File: src/include/dma_pkg.sv
package dma_pkg;

	// Channel count
	localparam int NUM_CH = 2;

	// Bus byte addresses (low twelve bits of haddr)
	localparam logic [11:0] CTL0_ADDR = 12'hFB0;
	localparam logic [11:0] CTL1_ADDR = 12'hFB8;
	localparam logic [11:0] IO0_ADDR  = 12'hFC0;
	localparam logic [11:0] SA0_ADDR  = 12'hFC4;
	localparam logic [11:0] EA0_ADDR  = 12'hFC8;
	localparam logic [11:0] IO1_ADDR  = 12'hFD0;
	localparam logic [11:0] SA1_ADDR  = 12'hFD4;
	localparam logic [11:0] EA1_ADDR  = 12'hFD8;
	localparam logic [11:0] STS_ADDR  = 12'hFE0;
	localparam logic [11:0] MSK_ADDR  = 12'hFE4;

	// Field positions of the control register
	localparam int EN_POS   = 7;
	localparam int LOOP_POS = 6;
	localparam int DIR_POS  = 5;
	localparam int IRQ_POS  = 4;
	localparam int WORD_POS = 3;
	localparam int SRC_LSB  = 0;

	// Reset values
	localparam logic [7:0]  CTL_RST  = 8'h00;
	localparam logic [7:0]  IO_RST   = 8'h00;
	localparam logic [11:0] ADDR_RST = 12'h000;
	localparam logic [1:0]  FLAG_RST = 2'h0;

	// Peripheral page, reserved trigger code and address steps
	localparam logic [3:0]  PERIPH_PAGE = 4'hF;
	localparam logic [2:0]  TRIG_RSVD   = 3'h7;
	localparam logic [11:0] BYTE_STEP   = 12'h001;
	localparam logic [11:0] WORD_STEP   = 12'h002;

	// Control register layout, bit 7 down to bit 0
	typedef struct packed {
		logic       en;
		logic       loop;
		logic       dir;
		logic       completion_interrupt_enable;
		logic       word;
		logic [2:0] src;
	} ctl_t;

	// One channel's programmed and running state
	typedef struct packed {
		ctl_t        ctl;
		logic [7:0]  io;
		logic [11:0] start;
		logic [11:0] end_a;
		logic [11:0] cur;
		logic        pend;
	} chan_t;

	// Transfer sequencer states
	typedef enum logic [3:0] {
		ST_IDLE = 4'b0001,
		ST_REQ  = 4'b0010,
		ST_RD   = 4'b0100,
		ST_WR   = 4'b1000
	} fsm_t;

	// System bus outputs travel together
	typedef struct packed {
		logic        req;
		logic        rd;
		logic        wr;
		logic [11:0] addr;
		logic [7:0]  wdata;
	} sbus_out_t;

endpackage

File: src/core/dma_ctrl.sv
// Operation
// [RQ1] Disabled channel ignores requests, moves nothing
// [RQ2] Enabled channel transfers once per trigger request
// [RQ3] Single pass: end reloads start, clears enable
// [RQ4] Loop mode: end reloads start, stays enabled
// [RQ5] Direction bit picks source and destination path
// [RQ6] Interrupt enable raises request after end transfer
// [RQ7] Byte mode moves one byte per request
// [RQ8] Word mode moves two bytes per request
// [RQ9] Software gives even peripheral address for words
// [RQ10] Codes zero to three pick timers; seven reserved
// [RQ11] Codes four to six pick serial events
// [RQ12] Triggers work regardless of central interrupt enables
// [RQ13] Software enables request inside the trigger source
// [RQ14] Request bus, await acknowledge, move, release
// [RQ15] Not at end: advance address by step
// [RQ16] Completion found by comparing current with end
// [RQ17] Peripheral address is page F plus byte
// [RQ18] Trigger during pending transfer held once
//
// Our own choice: the AHB-Lite slave port.
`timescale 1ns/1ns
`default_nettype none

module dma_ctrl (
	input  wire logic                         hclk,
	input  wire logic                         hresetn,
	input  wire logic                         hsel,
	input  wire logic [31:0]                  haddr,
	input  wire logic [1:0]                   htrans,
	input  wire logic                         hwrite,
	input  wire logic [2:0]                   hsize,
	input  wire logic [31:0]                  hwdata,
	input  wire logic                         hready,
	output logic                              hreadyout,
	output logic [31:0]                       hrdata,
	output logic                              hresp,
	input  wire logic [1:0][6:0]              trig,
	input  wire logic                         sbus_ack,
	input  wire logic [7:0]                   sbus_rdata,
	output dma_pkg::sbus_out_t                sbus,
	output logic                              irq
);

	// Whole block state
	typedef struct packed {
		dma_pkg::chan_t [1:0] ch;       // Both channels
		logic [1:0]           sts;      // Sticky end flags
		logic [1:0]           msk;      // Interrupt masks
		dma_pkg::fsm_t        fsm;      // Sequencer state
		logic                 act;      // Channel being served
		logic                 idx;      // Byte within word
		logic                 a_wr;     // Write data phase pending
		logic                 a_rd;     // Read wait state pending
		logic [11:0]          a_addr;   // Latched bus address
		logic                 hready;   // Ready output
		logic [31:0]          hrdata;   // Read data output
		dma_pkg::sbus_out_t   sb;       // System bus outputs
		logic                 irq;      // Interrupt output
	} state_t;

	state_t s_r;     // Registered state
	state_t s_nxt;   // Next state

	// Selected trigger of one channel; reserved code never fires
	function automatic logic trig_pick(input logic [6:0] t, input logic [2:0] sel);
		logic hit;
		hit = 1'b0;
		if (sel != dma_pkg::TRIG_RSVD)
			hit = t[sel]; // [RQ10] [RQ11] [RQ12]
		return hit;
	endfunction

	// Register file or peripheral address for a byte
	function automatic logic [11:0] addr_of(input dma_pkg::chan_t c, input logic i,
		input logic periph);
		logic [11:0] a;
		a = 12'(c.cur + 12'(i));
		if (periph)
			a = {dma_pkg::PERIPH_PAGE, 8'(c.io + 8'(i))}; // [RQ17] [RQ9]
		return a;
	endfunction

	// Read value of a mapped register, zero elsewhere
	function automatic logic [31:0] rd_word(input state_t s, input logic [11:0] a);
		logic [31:0] d;
		d = 32'h0000_0000;
		unique case (a)
			dma_pkg::CTL0_ADDR: d = {24'h00_0000, s.ch[0].ctl};
			dma_pkg::CTL1_ADDR: d = {24'h00_0000, s.ch[1].ctl};
			dma_pkg::IO0_ADDR:  d = {24'h00_0000, s.ch[0].io};
			dma_pkg::IO1_ADDR:  d = {24'h00_0000, s.ch[1].io};
			dma_pkg::SA0_ADDR:  d = {4'h0, s.ch[0].start, 4'h0, s.ch[0].cur};
			dma_pkg::SA1_ADDR:  d = {4'h0, s.ch[1].start, 4'h0, s.ch[1].cur};
			dma_pkg::EA0_ADDR:  d = {20'h0_0000, s.ch[0].end_a};
			dma_pkg::EA1_ADDR:  d = {20'h0_0000, s.ch[1].end_a};
			dma_pkg::STS_ADDR:  d = {30'h0000_0000, s.sts};
			dma_pkg::MSK_ADDR:  d = {30'h0000_0000, s.msk};
			default:            d = 32'h0000_0000;
		endcase
		return d;
	endfunction

	// Register map addresses per channel
	localparam logic [1:0][11:0] CTL_A = {dma_pkg::CTL1_ADDR, dma_pkg::CTL0_ADDR};
	localparam logic [1:0][11:0] IO_A  = {dma_pkg::IO1_ADDR, dma_pkg::IO0_ADDR};
	localparam logic [1:0][11:0] SA_A  = {dma_pkg::SA1_ADDR, dma_pkg::SA0_ADDR};
	localparam logic [1:0][11:0] EA_A  = {dma_pkg::EA1_ADDR, dma_pkg::EA0_ADDR};

	dma_pkg::chan_t cur_c;   // Channel under service
	logic           last_b;  // Final byte of this request
	logic           at_end;  // Current address equals end

	assign cur_c  = s_r.ch[s_r.act];
	assign last_b = !(cur_c.ctl.word && !s_r.idx); // [RQ7] [RQ8]
	assign at_end = (cur_c.cur == cur_c.end_a); // [RQ16]

	// Next-state logic: bus slave, sequencer, triggers, interrupt
	always_comb
	begin
		s_nxt = s_r;

		// Bus write data phase
		if (s_r.a_wr)
		begin
			s_nxt.a_wr = 1'b0;
			for (int i = 0; i < dma_pkg::NUM_CH; i++)
			begin
				if (s_r.a_addr == CTL_A[i])
					s_nxt.ch[i].ctl = hwdata[7:0];
				if (s_r.a_addr == IO_A[i])
					s_nxt.ch[i].io = hwdata[7:0];
				if (s_r.a_addr == SA_A[i])
				begin
					// Start write also resets the running address
					s_nxt.ch[i].start = hwdata[11:0];
					s_nxt.ch[i].cur   = hwdata[11:0];
				end
				if (s_r.a_addr == EA_A[i])
					s_nxt.ch[i].end_a = hwdata[11:0];
			end
			if (s_r.a_addr == dma_pkg::STS_ADDR)
				s_nxt.sts = s_r.sts & ~hwdata[1:0];
			if (s_r.a_addr == dma_pkg::MSK_ADDR)
				s_nxt.msk = hwdata[1:0];
		end

		// Read wait state ends with data registered
		if (s_r.a_rd)
		begin
			s_nxt.a_rd   = 1'b0;
			s_nxt.hrdata = rd_word(s_r, s_r.a_addr);
			s_nxt.hready = 1'b1;
		end

		// Bus address phase
		if (hsel && hready && htrans[1])
		begin
			s_nxt.a_addr = haddr[11:0];
			s_nxt.a_wr   = hwrite;
			s_nxt.a_rd   = !hwrite;
			s_nxt.hready = hwrite;
		end

		// Transfer sequencer
		unique case (s_r.fsm)
			dma_pkg::ST_IDLE:
			begin
				if (s_r.ch[0].pend || s_r.ch[1].pend)
				begin
					// First channel wins a tie
					s_nxt.act = !s_r.ch[0].pend;
					s_nxt.ch[!s_r.ch[0].pend].pend = 1'b0;
					s_nxt.idx    = 1'b0;
					s_nxt.sb.req = 1'b1; // [RQ14]
					s_nxt.fsm    = dma_pkg::ST_REQ;
				end
			end
			dma_pkg::ST_REQ:
			begin
				// Hold the request until the processor yields
				if (sbus_ack)
				begin
					s_nxt.sb.rd   = 1'b1; // [RQ14]
					s_nxt.sb.addr = addr_of(cur_c, s_r.idx, cur_c.ctl.dir); // [RQ5]
					s_nxt.fsm     = dma_pkg::ST_RD;
				end
			end
			dma_pkg::ST_RD:
			begin
				// Read data is taken at the end of the strobe cycle
				s_nxt.sb.rd    = 1'b0;
				s_nxt.sb.wr    = 1'b1;
				s_nxt.sb.wdata = sbus_rdata;
				s_nxt.sb.addr  = addr_of(cur_c, s_r.idx, !cur_c.ctl.dir); // [RQ5]
				s_nxt.fsm      = dma_pkg::ST_WR;
			end
			dma_pkg::ST_WR:
			begin
				s_nxt.sb.wr = 1'b0;
				if (!last_b)
				begin
					// Second byte of a word
					s_nxt.idx     = 1'b1; // [RQ8]
					s_nxt.sb.rd   = 1'b1;
					s_nxt.sb.addr = addr_of(cur_c, 1'b1, cur_c.ctl.dir);
					s_nxt.fsm     = dma_pkg::ST_RD;
				end
				else
				begin
					// Done: hand the bus back and update addresses
					s_nxt.sb.req = 1'b0; // [RQ14]
					s_nxt.fsm    = dma_pkg::ST_IDLE;
					if (at_end)
					begin
						s_nxt.ch[s_r.act].cur = cur_c.start; // [RQ3] [RQ4]
						if (!cur_c.ctl.loop)
							s_nxt.ch[s_r.act].ctl.en = 1'b0; // [RQ3]
						if (cur_c.ctl.completion_interrupt_enable)
							s_nxt.sts[s_r.act] = 1'b1; // [RQ6]
					end
					else
						s_nxt.ch[s_r.act].cur = 12'(cur_c.cur + (cur_c.ctl.word ?
							dma_pkg::WORD_STEP : dma_pkg::BYTE_STEP)); // [RQ15]
				end
			end
		endcase

		// Trigger capture; a set wins over the take above
		for (int i = 0; i < dma_pkg::NUM_CH; i++)
		begin
			if (trig_pick(trig[i], s_r.ch[i].ctl.src))
				s_nxt.ch[i].pend = 1'b1; // [RQ2] [RQ18]
			if (!s_r.ch[i].ctl.en)
				s_nxt.ch[i].pend = 1'b0; // [RQ1]
		end

		// Level interrupt from unmasked flags
		s_nxt.irq = |(s_nxt.sts & s_nxt.msk); // [RQ6]
	end

	// State register
	always_ff @(posedge hclk or negedge hresetn)
	begin
		if (!hresetn)
		begin
			for (int i = 0; i < dma_pkg::NUM_CH; i++)
			begin
				s_r.ch[i].ctl   <= dma_pkg::CTL_RST;
				s_r.ch[i].io    <= dma_pkg::IO_RST;
				s_r.ch[i].start <= dma_pkg::ADDR_RST;
				s_r.ch[i].end_a <= dma_pkg::ADDR_RST;
				s_r.ch[i].cur   <= dma_pkg::ADDR_RST;
				s_r.ch[i].pend  <= 1'b0;
			end
			s_r.sts    <= dma_pkg::FLAG_RST;
			s_r.msk    <= dma_pkg::FLAG_RST;
			s_r.fsm    <= dma_pkg::ST_IDLE;
			s_r.act    <= 1'b0;
			s_r.idx    <= 1'b0;
			s_r.a_wr   <= 1'b0;
			s_r.a_rd   <= 1'b0;
			s_r.a_addr <= 12'h000;
			s_r.hready <= 1'b1;
			s_r.hrdata <= 32'h0000_0000;
			s_r.sb     <= '0;
			s_r.irq    <= 1'b0;
		end
		else
			s_r <= s_nxt;
	end

	// Outputs straight from the state register, hresp tied to zero
	assign hreadyout = s_r.hready;
	assign hrdata    = s_r.hrdata;
	assign hresp     = 1'b0;
	assign sbus      = s_r.sb;
	assign irq       = s_r.irq;

	logic fin;   // Final write cycle of a request
	assign fin = (s_r.fsm == dma_pkg::ST_WR) && last_b;

	// Per-channel request checks
	for (genvar g = 0; g < dma_pkg::NUM_CH; g++)
	begin : g_chk

	end
endmodule // dma_ctrl

`default_nettype wire

File: config.mk
export PLATFORM = sky130hd
export DESIGN_NAME = dma_ctrl
export DESIGN_NICKNAME = d
export VERILOG_FILES = /design/src/include/dma_pkg.sv /design/src/core/dma_ctrl.sv
export SDC_FILE = /design/constraint.sdc
export NUM_CORES = 1
export LEC_CHECK = 0
export ABC_CLOCK_PERIOD_IN_PS = 3900
export BUFFER_PORTS_ARGS = -buffer_cell sky130_fd_sc_hd__clkbuf_2
export CAP_MARGIN = 10
export CELL_PAD_IN_SITES_DETAIL_PLACEMENT = 2
export CELL_PAD_IN_SITES_GLOBAL_PLACEMENT = 2
export CORE_ASPECT_RATIO = 1.2
export CORE_MARGIN = 3
export CORE_UTILIZATION = 37
export DETAILED_ROUTE_END_ITERATION = 8
export PLACE_DENSITY_LB_ADDON = 0.15
export SLEW_MARGIN = 20
export SYNTH_ARGS = -nofsm -noshare
export SYNTH_HDL_FRONTEND = slang
export SYNTH_SLANG_ARGS = --single-unit
export TNS_END_PERCENT = 10
File: constraint.sdc
create_clock -name hclk -period 3.9 [get_ports hclk]
set_clock_uncertainty 0.05 [all_clocks]
set_input_delay 0.195 -clock hclk [delete_from_list [all_inputs] [get_ports hclk]]
set_output_delay 0.195 -clock hclk [all_outputs]
set_load 0.005 [all_outputs]
=== After elaboration in Yosys (flattened, before gate mapping) ===
Index checks and enable logic that the tools add are counted.

* Bits of input ports: 97
* Output and inout bits: 58
* Flip-flop bits (word level): 187

* Bitwise logic cells: 4
* Multiplexer cells: 69
* Eq/ne operators: 27
* $add $sub $neg: 5
* Reduce and logical (&&, ||, !) cells: 21
* $lt $le $gt $ge: 6

{| class="wikitable"
|+ Operator list
! operator !! count
|-
| $bwmux 106 || 4
|-
| $mux 106 || 3
|-
| $pmux 28 s10 || 1
|-
| $pmux 106 s2 || 1
|-
| $mux 52 || 4
|-
| $demux 53 s1 || 3
|-
| $mux 12 || 11
|-
| $eq 12x12->1 const B || 10
|-
| $mux 108 || 1
|-
| $mux 53 || 1
|-
| $pmux 12 s3 || 1
|-
| $mux 33 || 1
|-
| $mux 8 || 4
|-
| $pmux 4 s4 || 1
|-
| $mux 15 || 1
|-
| $reduce_and 3->1 || 5
|-
| $mux 1 || 14
|-
| $mux 13 || 1
|-
| $add 12x1->12 || 1
|-
| $add 12x1->12 const B || 1
|-
| $add 12x2->12 || 1
|-
| $eq 12x12->1 || 1
|-
| $mux 2 || 6
|-
| $add 8x1->8 || 1
|-
| other kinds (30) || 54
|}

=== Logic depth before layout (Yosys ltp) ===
Gate-level depths: netlist of run 1.

* Depth in word-level cells: 12
* Gate-level depth with buffers: 12

=== Least setup slack after synthesis of run 1 ===
OpenSTA, ideal clock, no wires.

* Path type: register to register
* Start: register s_r[72] (netlist bit)
* End: register s_r[90] (netlist bit)
* Setup slack: 1.192 ns
* Data arrival time: 2.540 ns
* Path buffers: 1
* Stages on the path, launching flop included: 11
* Clock period less this slack: 2.708 ns
* Cells stage by stage: dfrtp_1 > buf_6 > mux2i_1 > ha_1 > inv_1 > fa_1 > a21oi_1 > nand3_1 > xor2_1 > mux2_2 > a21o_1

{| class="wikitable"
|+ RTL lines
! item !! RTL line !! source
|-
| from (decl) || dma_ctrl.sv:62 || <nowiki>state_t s_r;</nowiki>
|-
| from (signal assigned) || dma_ctrl.sv:270 || <nowiki>s_r <= s_nxt;</nowiki>
|}

==> results of run 1 <==
-- layout by cell type (no fill, tap or decap), types with 13 or more instances in the layout --
master         instances
dfrtp_1              176
nand2_1              169
clkbuf_2             100
mux2_2                89
xnor2_1               44
a21oi_1               43
mux2i_1               41
nor2_1                31
a22oi_1               29
nand3_1               27
dlygate4sd3_1         27
buf_4                 25
o2bb2ai_1             20
nor3_1                19
clkbuf_16             17
o21ai_0               15
inv_1                 14
and3_1                14
a21o_1                13
a22o_1                13
-- per-layer routing --
layer | vias up | share of wire (%) | global-route usage (%)
met2 | 192 | 50 | 43.0
met3 | 42 | 3.4 | 3.17
met1 | 4515 | 44 | 31.6
met5 | - | 0 | 0
met4 | 0 | 2.6 | 7.61
li1 | 3916 | - | -
-- path summary, 6_finish.rpt --
check                      startpoint       end  slack, ns  depth (start not counted)
max                           s_r[72]   s_r[90]       0.77                         10
min                         hwdata[5]  s_r[111]        0.1                          3
max reg2reg                   s_r[72]   s_r[90]       0.77                         10
min reg2reg                  sbus[20]  sbus[20]       0.43                          2
max in group asynchronous     hresetn   s_r[91]       2.55                          3
min in group asynchronous     hresetn   sbus[3]       0.36                          2
-- flip-flops by register name, summed over array words and instances (netlist names) --
register / count
s_r: 130
hrdata: 24
sbus: 23
hreadyout: 1
irq: 1
-- critical path, stage by stage (launching register included) --
cell     delay, ns
dfrtp_2       0.61
mux2i_1       0.25
buf_4         0.18
ha_1          0.18
inv_1         0.06
fa_1          0.45
a21oi_1       0.34
nand3_1       0.20
xor2_1        0.22
mux2_2        0.29
a21o_1        0.18
-- metrics by stage --
step                      util, %  instance area [um2]  hold slack (ns)  worst slack (ns)
after global routing         42.9                12100            0.138             0.490
after detailed placement     39.7                11200            0.295             0.773
after CTS                    42.9                12100           0.0907             0.746
after floorplan                 -                10700           -0.151              1.19
final                        42.9                12100           0.0985             0.766
after global placement       39.7                11200            0.285             0.888
-- kinds of logic after synthesis --
kind of cell,Yosys count,synth area share (%)
adders and majority gates,9,1.12
DFF,179,42.0
other,1,0.0351
muxes,132,13.6
xor gates and xnor gates,56,4.59
AOI/OAI and AO/OA,219,15.0
and+or+nand+nor,340,16.3
buffers and inverters,130,7.37
-- where the power goes --
part	switching [uW]	total, uW	internal, uW
sequential	481	2650	2170
clock	812	1850	1040
combinational	1900	3240	1330
-- layout make-up --
| cell class | instances | share of cell area [%] |
|---|---|---|
| multi-input combinational | 765 | 45.1 |
| sequential | 179 | 37.1 |
| timing repair buffer | 154 | 8.22 |
| tap | 379 | 3.93 |
| clock buffer | 18 | 3.64 |
| clock inverter | 14 | 1.46 |
| inverter | 15 | 0.477 |
-- timing repair --
item,CTS,global route
hold buffers,27,0
hold endpoints to repair,122,0
endpoints found under the setup margin,0,0
setup buffers,0,0
==> flow_summary.toml, run 1 <==
[drt]
first_pass_iters = 5
vias = 8665
ant_nets = 0
drt_iter0_markers = 503
wl_per_cell_um = 24.4
viasPerCell = 5.69
wl_mm = 37.2
route.detailed.drc = 0

[floorplanning]
num_io_pins = 155
fp.dieH_um = 192
fp-row-count = 67
core_area_um2 = 28200
initial_core_util_pct = 37.9
fp.dieW_um = 161
die_area_um2 = 31000

[yosys]
postSynth.asyncResetShare_pct = 100
syn_area_per_cell_um2 = 10.0
netlist_instances = 1066
synth_ff_type = "dfrtp_1"
synth_cell_types = 79
synth_commonest_cells = "dfrtp_1, nand2_1, mux2_2"
synth_edf_count = 0
yosysTopAreaCell = "dfrtp_1"
yosys_warnings = 0
synth.top_cell.area_share_pct = 41.5
synth_area_um2 = 10700
yosys.cell_count.top_type = "dfrtp_1"
synth_area_leaders = "dfrtp_1, mux2_2, nand2_1, buf_4, mux2i_1"
ys_ff_latch = 179
yosysSeqAreaShare_pct = 42.0

[clock_network]
cts_max_level = 4
ctsResizeCount = 0
cts-root-buf = "clkbuf_16"
clk_pin_slew_worst_paths_ns = 0.07
cts_buffers = 17
insertion_delay_ns = 0.44
cts.sinks = 179
cts_tree = "built"
ctsLongestPathBuffers = 2

[critical_path]
critPathRequiredTime_ns = 4.18
crit_fanout = 18
crit_arrival_ns = 3.41
cp-end-kind = "register"
start_kind = "register"
crit_type = "reg -> reg"

[placement]
dp.cells = 1465
dpl.hpwl_mm = 27.0
portBuffers = 101
globalplace.congestion = 0.882

[hold_path]
min_path_type = "in -> reg"

[flow_run]
maxCapViolCount = 0

[timing]
slew_viol_final = 0
min_period_ns = 3.13
max_freq_mhz = 319
rsz0062_at_grt = "no"
fin_setup_tns_ns = 0
max_slew_margin_pct = 30.8
worst_pin_slew_ns = 1.04
period_share_pct = 80.4
setup_viol = 0
hold_viol = 0

[finish]
drive_above_1_share_pct = 24.3
multi_input_area_um2 = 5450
nFillCells = 3112
nets = 1238
syn2layout_area_growth_pct = 13.0
diodes = 0
regArea_um2 = 4480
stdcell_count = 1524

[grt]
grt-ovfl-total = 0
grt_pass1_wl_mm = 58.1
grt_max_degree = 95
antenna_found_initial = 0
track_usage_pct = 24.5
grt_pass1_vias = 9445

[power]
power_uw = 7740
vdd_ir_drop_max_uv = 282
p_per_area_nw_per_um2 = 641
p_leak_uw = 0.00526

[outcome]
outcome = "complete, no violations"
Power figures use the tool's default switching activity.
==> inputs of run 2 (changes only) <==
--- a/config.mk
+++ b/config.mk
@@ -5,14 +5,15 @@
 export SDC_FILE = /design/constraint.sdc
 export NUM_CORES = 1
 export LEC_CHECK = 0
-export ABC_CLOCK_PERIOD_IN_PS = 3900
+export ABC_AREA = 1
+export ABC_CLOCK_PERIOD_IN_PS = 2800
 export BUFFER_PORTS_ARGS = -buffer_cell sky130_fd_sc_hd__clkbuf_2
 export CAP_MARGIN = 10
 export CELL_PAD_IN_SITES_DETAIL_PLACEMENT = 2
 export CELL_PAD_IN_SITES_GLOBAL_PLACEMENT = 2
 export CORE_ASPECT_RATIO = 1.2
 export CORE_MARGIN = 3
-export CORE_UTILIZATION = 37
+export CORE_UTILIZATION = 29
 export DETAILED_ROUTE_END_ITERATION = 8
 export PLACE_DENSITY_LB_ADDON = 0.15
 export SLEW_MARGIN = 20
==> constraint.sdc (replaced) <==
create_clock -name hclk -period 2.8 [get_ports hclk]
set_clock_uncertainty 0.05 [all_clocks]
set_input_delay 0.14 -clock hclk [delete_from_list [all_inputs] [get_ports hclk]]
set_output_delay 0.14 -clock hclk [all_outputs]
set_load 0.005 [all_outputs]
==> run 2 against run 1 <==
Compared with the run above:
- first-iteration DRC count decreased by 4.2%
- fmax increased by 21%
- clock power increased by 35%
- flip-flop and latch count unchanged
- critical path depth increased by 3
- cell count increased by 48%
==> flow_summary.toml, run 2 <==
[yosys]
synth_area_um2 = 11300
ys_ff_latch = 179
synth_ff_type = "dfrtp_1"
netlist_instances = 1624
postSynth.asyncResetShare_pct = 100
synth_cell_types = 44
syn_area_per_cell_um2 = 6.93
synth_area_leaders = "dfrtp_1, nand2_1, inv_1, nand3_1, o21ai_0"
yosys_warnings = 0
synth_commonest_cells = "nand2_1, inv_1, dfrtp_1"
yosys.cell_count.top_type = "nand2_1"
synth_edf_count = 0
synth.top_cell.area_share_pct = 39.4
yosysSeqAreaShare_pct = 39.8
yosysTopAreaCell = "dfrtp_1"

[power]
p_per_area_nw_per_um2 = 635
vdd_ir_drop_max_uv = 429
p_leak_uw = 0.00744

[grt]
antenna_found_initial = 0
grt_max_degree = 59
grt_pass1_vias = 12191
grt_pass1_wl_mm = 69.6
grt-ovfl-total = 0
track_usage_pct = 22.0

[finish]
final_core_util_pct = 35.1
diodes = 0
syn2layout_area_growth_pct = 18.9
layout_common_cells = "nand2_1, inv_1, dfrtp_1"
nFillCells = 4621
largest_reg_flops = 130
largest-register = "s_r"
final_common_cell = "nand2_1"
nets = 1870
drive_above_1_share_pct = 16.0

[timing]
setup_viol = 0
hold_viol = 0
max_slew_margin_pct = 44.0
max_freq_mhz = 385
fin_setup_tns_ns = 0
min_period_ns = 2.60
worst_pin_slew_ns = 0.837
period_share_pct = 92.9
slew_viol_final = 0

[floorplanning]
fp.dieW_um = 186
fp.dieH_um = 222
die_area_um2 = 41200
num_io_pins = 155
fp-row-count = 78
core_area_um2 = 38100
initial_core_util_pct = 29.6

[critical_path]
cp_common_cell = "nand2_1"
cp-startpoint = "s_r[72]"
crit_fanout = 10
critPathRequiredTime_ns = 3.11
crit_chain = "inv_6 > buf_4 > nand2_1 > nand2_1 > inv_1 > fa_1 > nor2_1 > xor2_1 > inv_1 > nand2_1 > nand2_1 > o21bai_1 > inv_1"
path_delay_family = "flip-flops"
cp-end-kind = "register"
path_buf_inv = 5
crit_type = "reg -> reg"
critPathSlowestCell = "dfrtp_4"
cp_slowest_stage_delay_ns = 0.58
start_kind = "register"
crit_arrival_ns = 2.91
rr_startpoint = "s_r[72]"

[hold_path]
min_path_type = "in -> reg"
holdCritStartpoint = "trig[13]"

[clock_network]
cts_buffers = 17
cts_setup_buffers = 0
ctsLongestPathBuffers = 2
cts.sinks = 179
clk_pin_slew_worst_paths_ns = 0.07
insertion_delay_ns = 0.47
cts_tree = "built"
cts_max_level = 4
cts-root-buf = "clkbuf_16"

[flow_run]
maxCapViolCount = 0

[drt]
viasPerCell = 4.91
route.detailed.drc = 0
vias = 11088
first_pass_iters = 5
wl_per_cell_um = 19.5
wl_mm = 44.0
ant_nets = 0
drt_iter0_markers = 482

[outcome]
outcome = "complete, no violations"

[placement]
globalplace.congestion = 0.843
portBuffers = 101
dpl.hpwl_mm = 33.4
## run 2: cell types whose count changed after synthesis, moves of 39 or more
cell / previous run / this run
inv_1: 14 / 214
mux2_2: 89 / 6
mux2i_1: 41 / 0
nand2_1: 169 / 562
nand3_1: 27 / 126
nor2_1: 31 / 105
o21ai_0: 15 / 118
o22ai_1: 3 / 42
xnor2_1: 44 / 0
## run 2: tightest hold or removal path, delay by kind of cell
kind / cells / cell delay (ns)
buf+inv: 1 / 0.08
simple gates: 2 / 0.13
compound gates: 2 / 0.16
## run 2: kinds of logic after synthesis
group | share of synthesized area, %
compound gates | 12.4
xor+xnor | 0.856
fa+ha+maj | 1.07
buf+inv | 14.2
flops | 39.8
mux | 0.600
other cells | 0.0333
simple gates | 31.0
## run 2: worst paths after layout
check	end	slack, ns	cells after the start
setup / recovery	s_r[139]	0.20	13
hold / removal	s_r[134]	0.03	5
setup reg to reg	s_r[139]	0.20	13
hold reg to reg	sbus[20]	0.42	2
max in group asynchronous	hreadyout	1.61	3
min in group asynchronous	sbus[2]	0.18	2
## run 2: area by class of cell
cell class	count	area [um2]	area share, %
Clock inverter	11	125	0.935
Tap cell	480	601	4.49
Sequential cell	179	4490	33.5
Multi-Input combinational cell	1118	5230	39.1
Inverter	224	846	6.32
Clock buffer	21	450	3.37
Timing Repair Buffer	224	1640	12.3
## run 2: what timing repair did
action,4_1_cts,5_1_grt
gates resized for setup,0,7
hold buffers,32,0
endpoints found under the hold margin,103,0
setup endpoints to repair,0,16
## run 2: report_power, final
group / internal, uW / switching, uW
Combinational: 1080 / 1900
Sequential: 2860 / 166
Clock: 1340 / 1150
## run 2: layer usage
metal,GRT usage (%),share of wire (%)
met1,28.5,45
met2,38.0,50
met3,2.61,2.4
met4,6.61,2.1
met5,0,0
## run 2: through the flow
step | hold WS (ns) | total power [uW] | std cells | area (um2) | setup slack, ns
2_1_floorplan | -0.206 | 4890 | 1632 | 11300 | 0.404
3_3_place_gp | 0.111 | 5930 | 2193 | 12500 | 0.201
3_5_place_dp | 0.114 | 6020 | 2193 | 12500 | 0.162
4_1_cts | 0.0107 | 8590 | 2257 | 13400 | 0.130
5_1_grt | 0.0462 | 9100 | 2257 | 13400 | -0.0105
6_report | 0.0324 | 8490 | 2257 | 13400 | 0.199
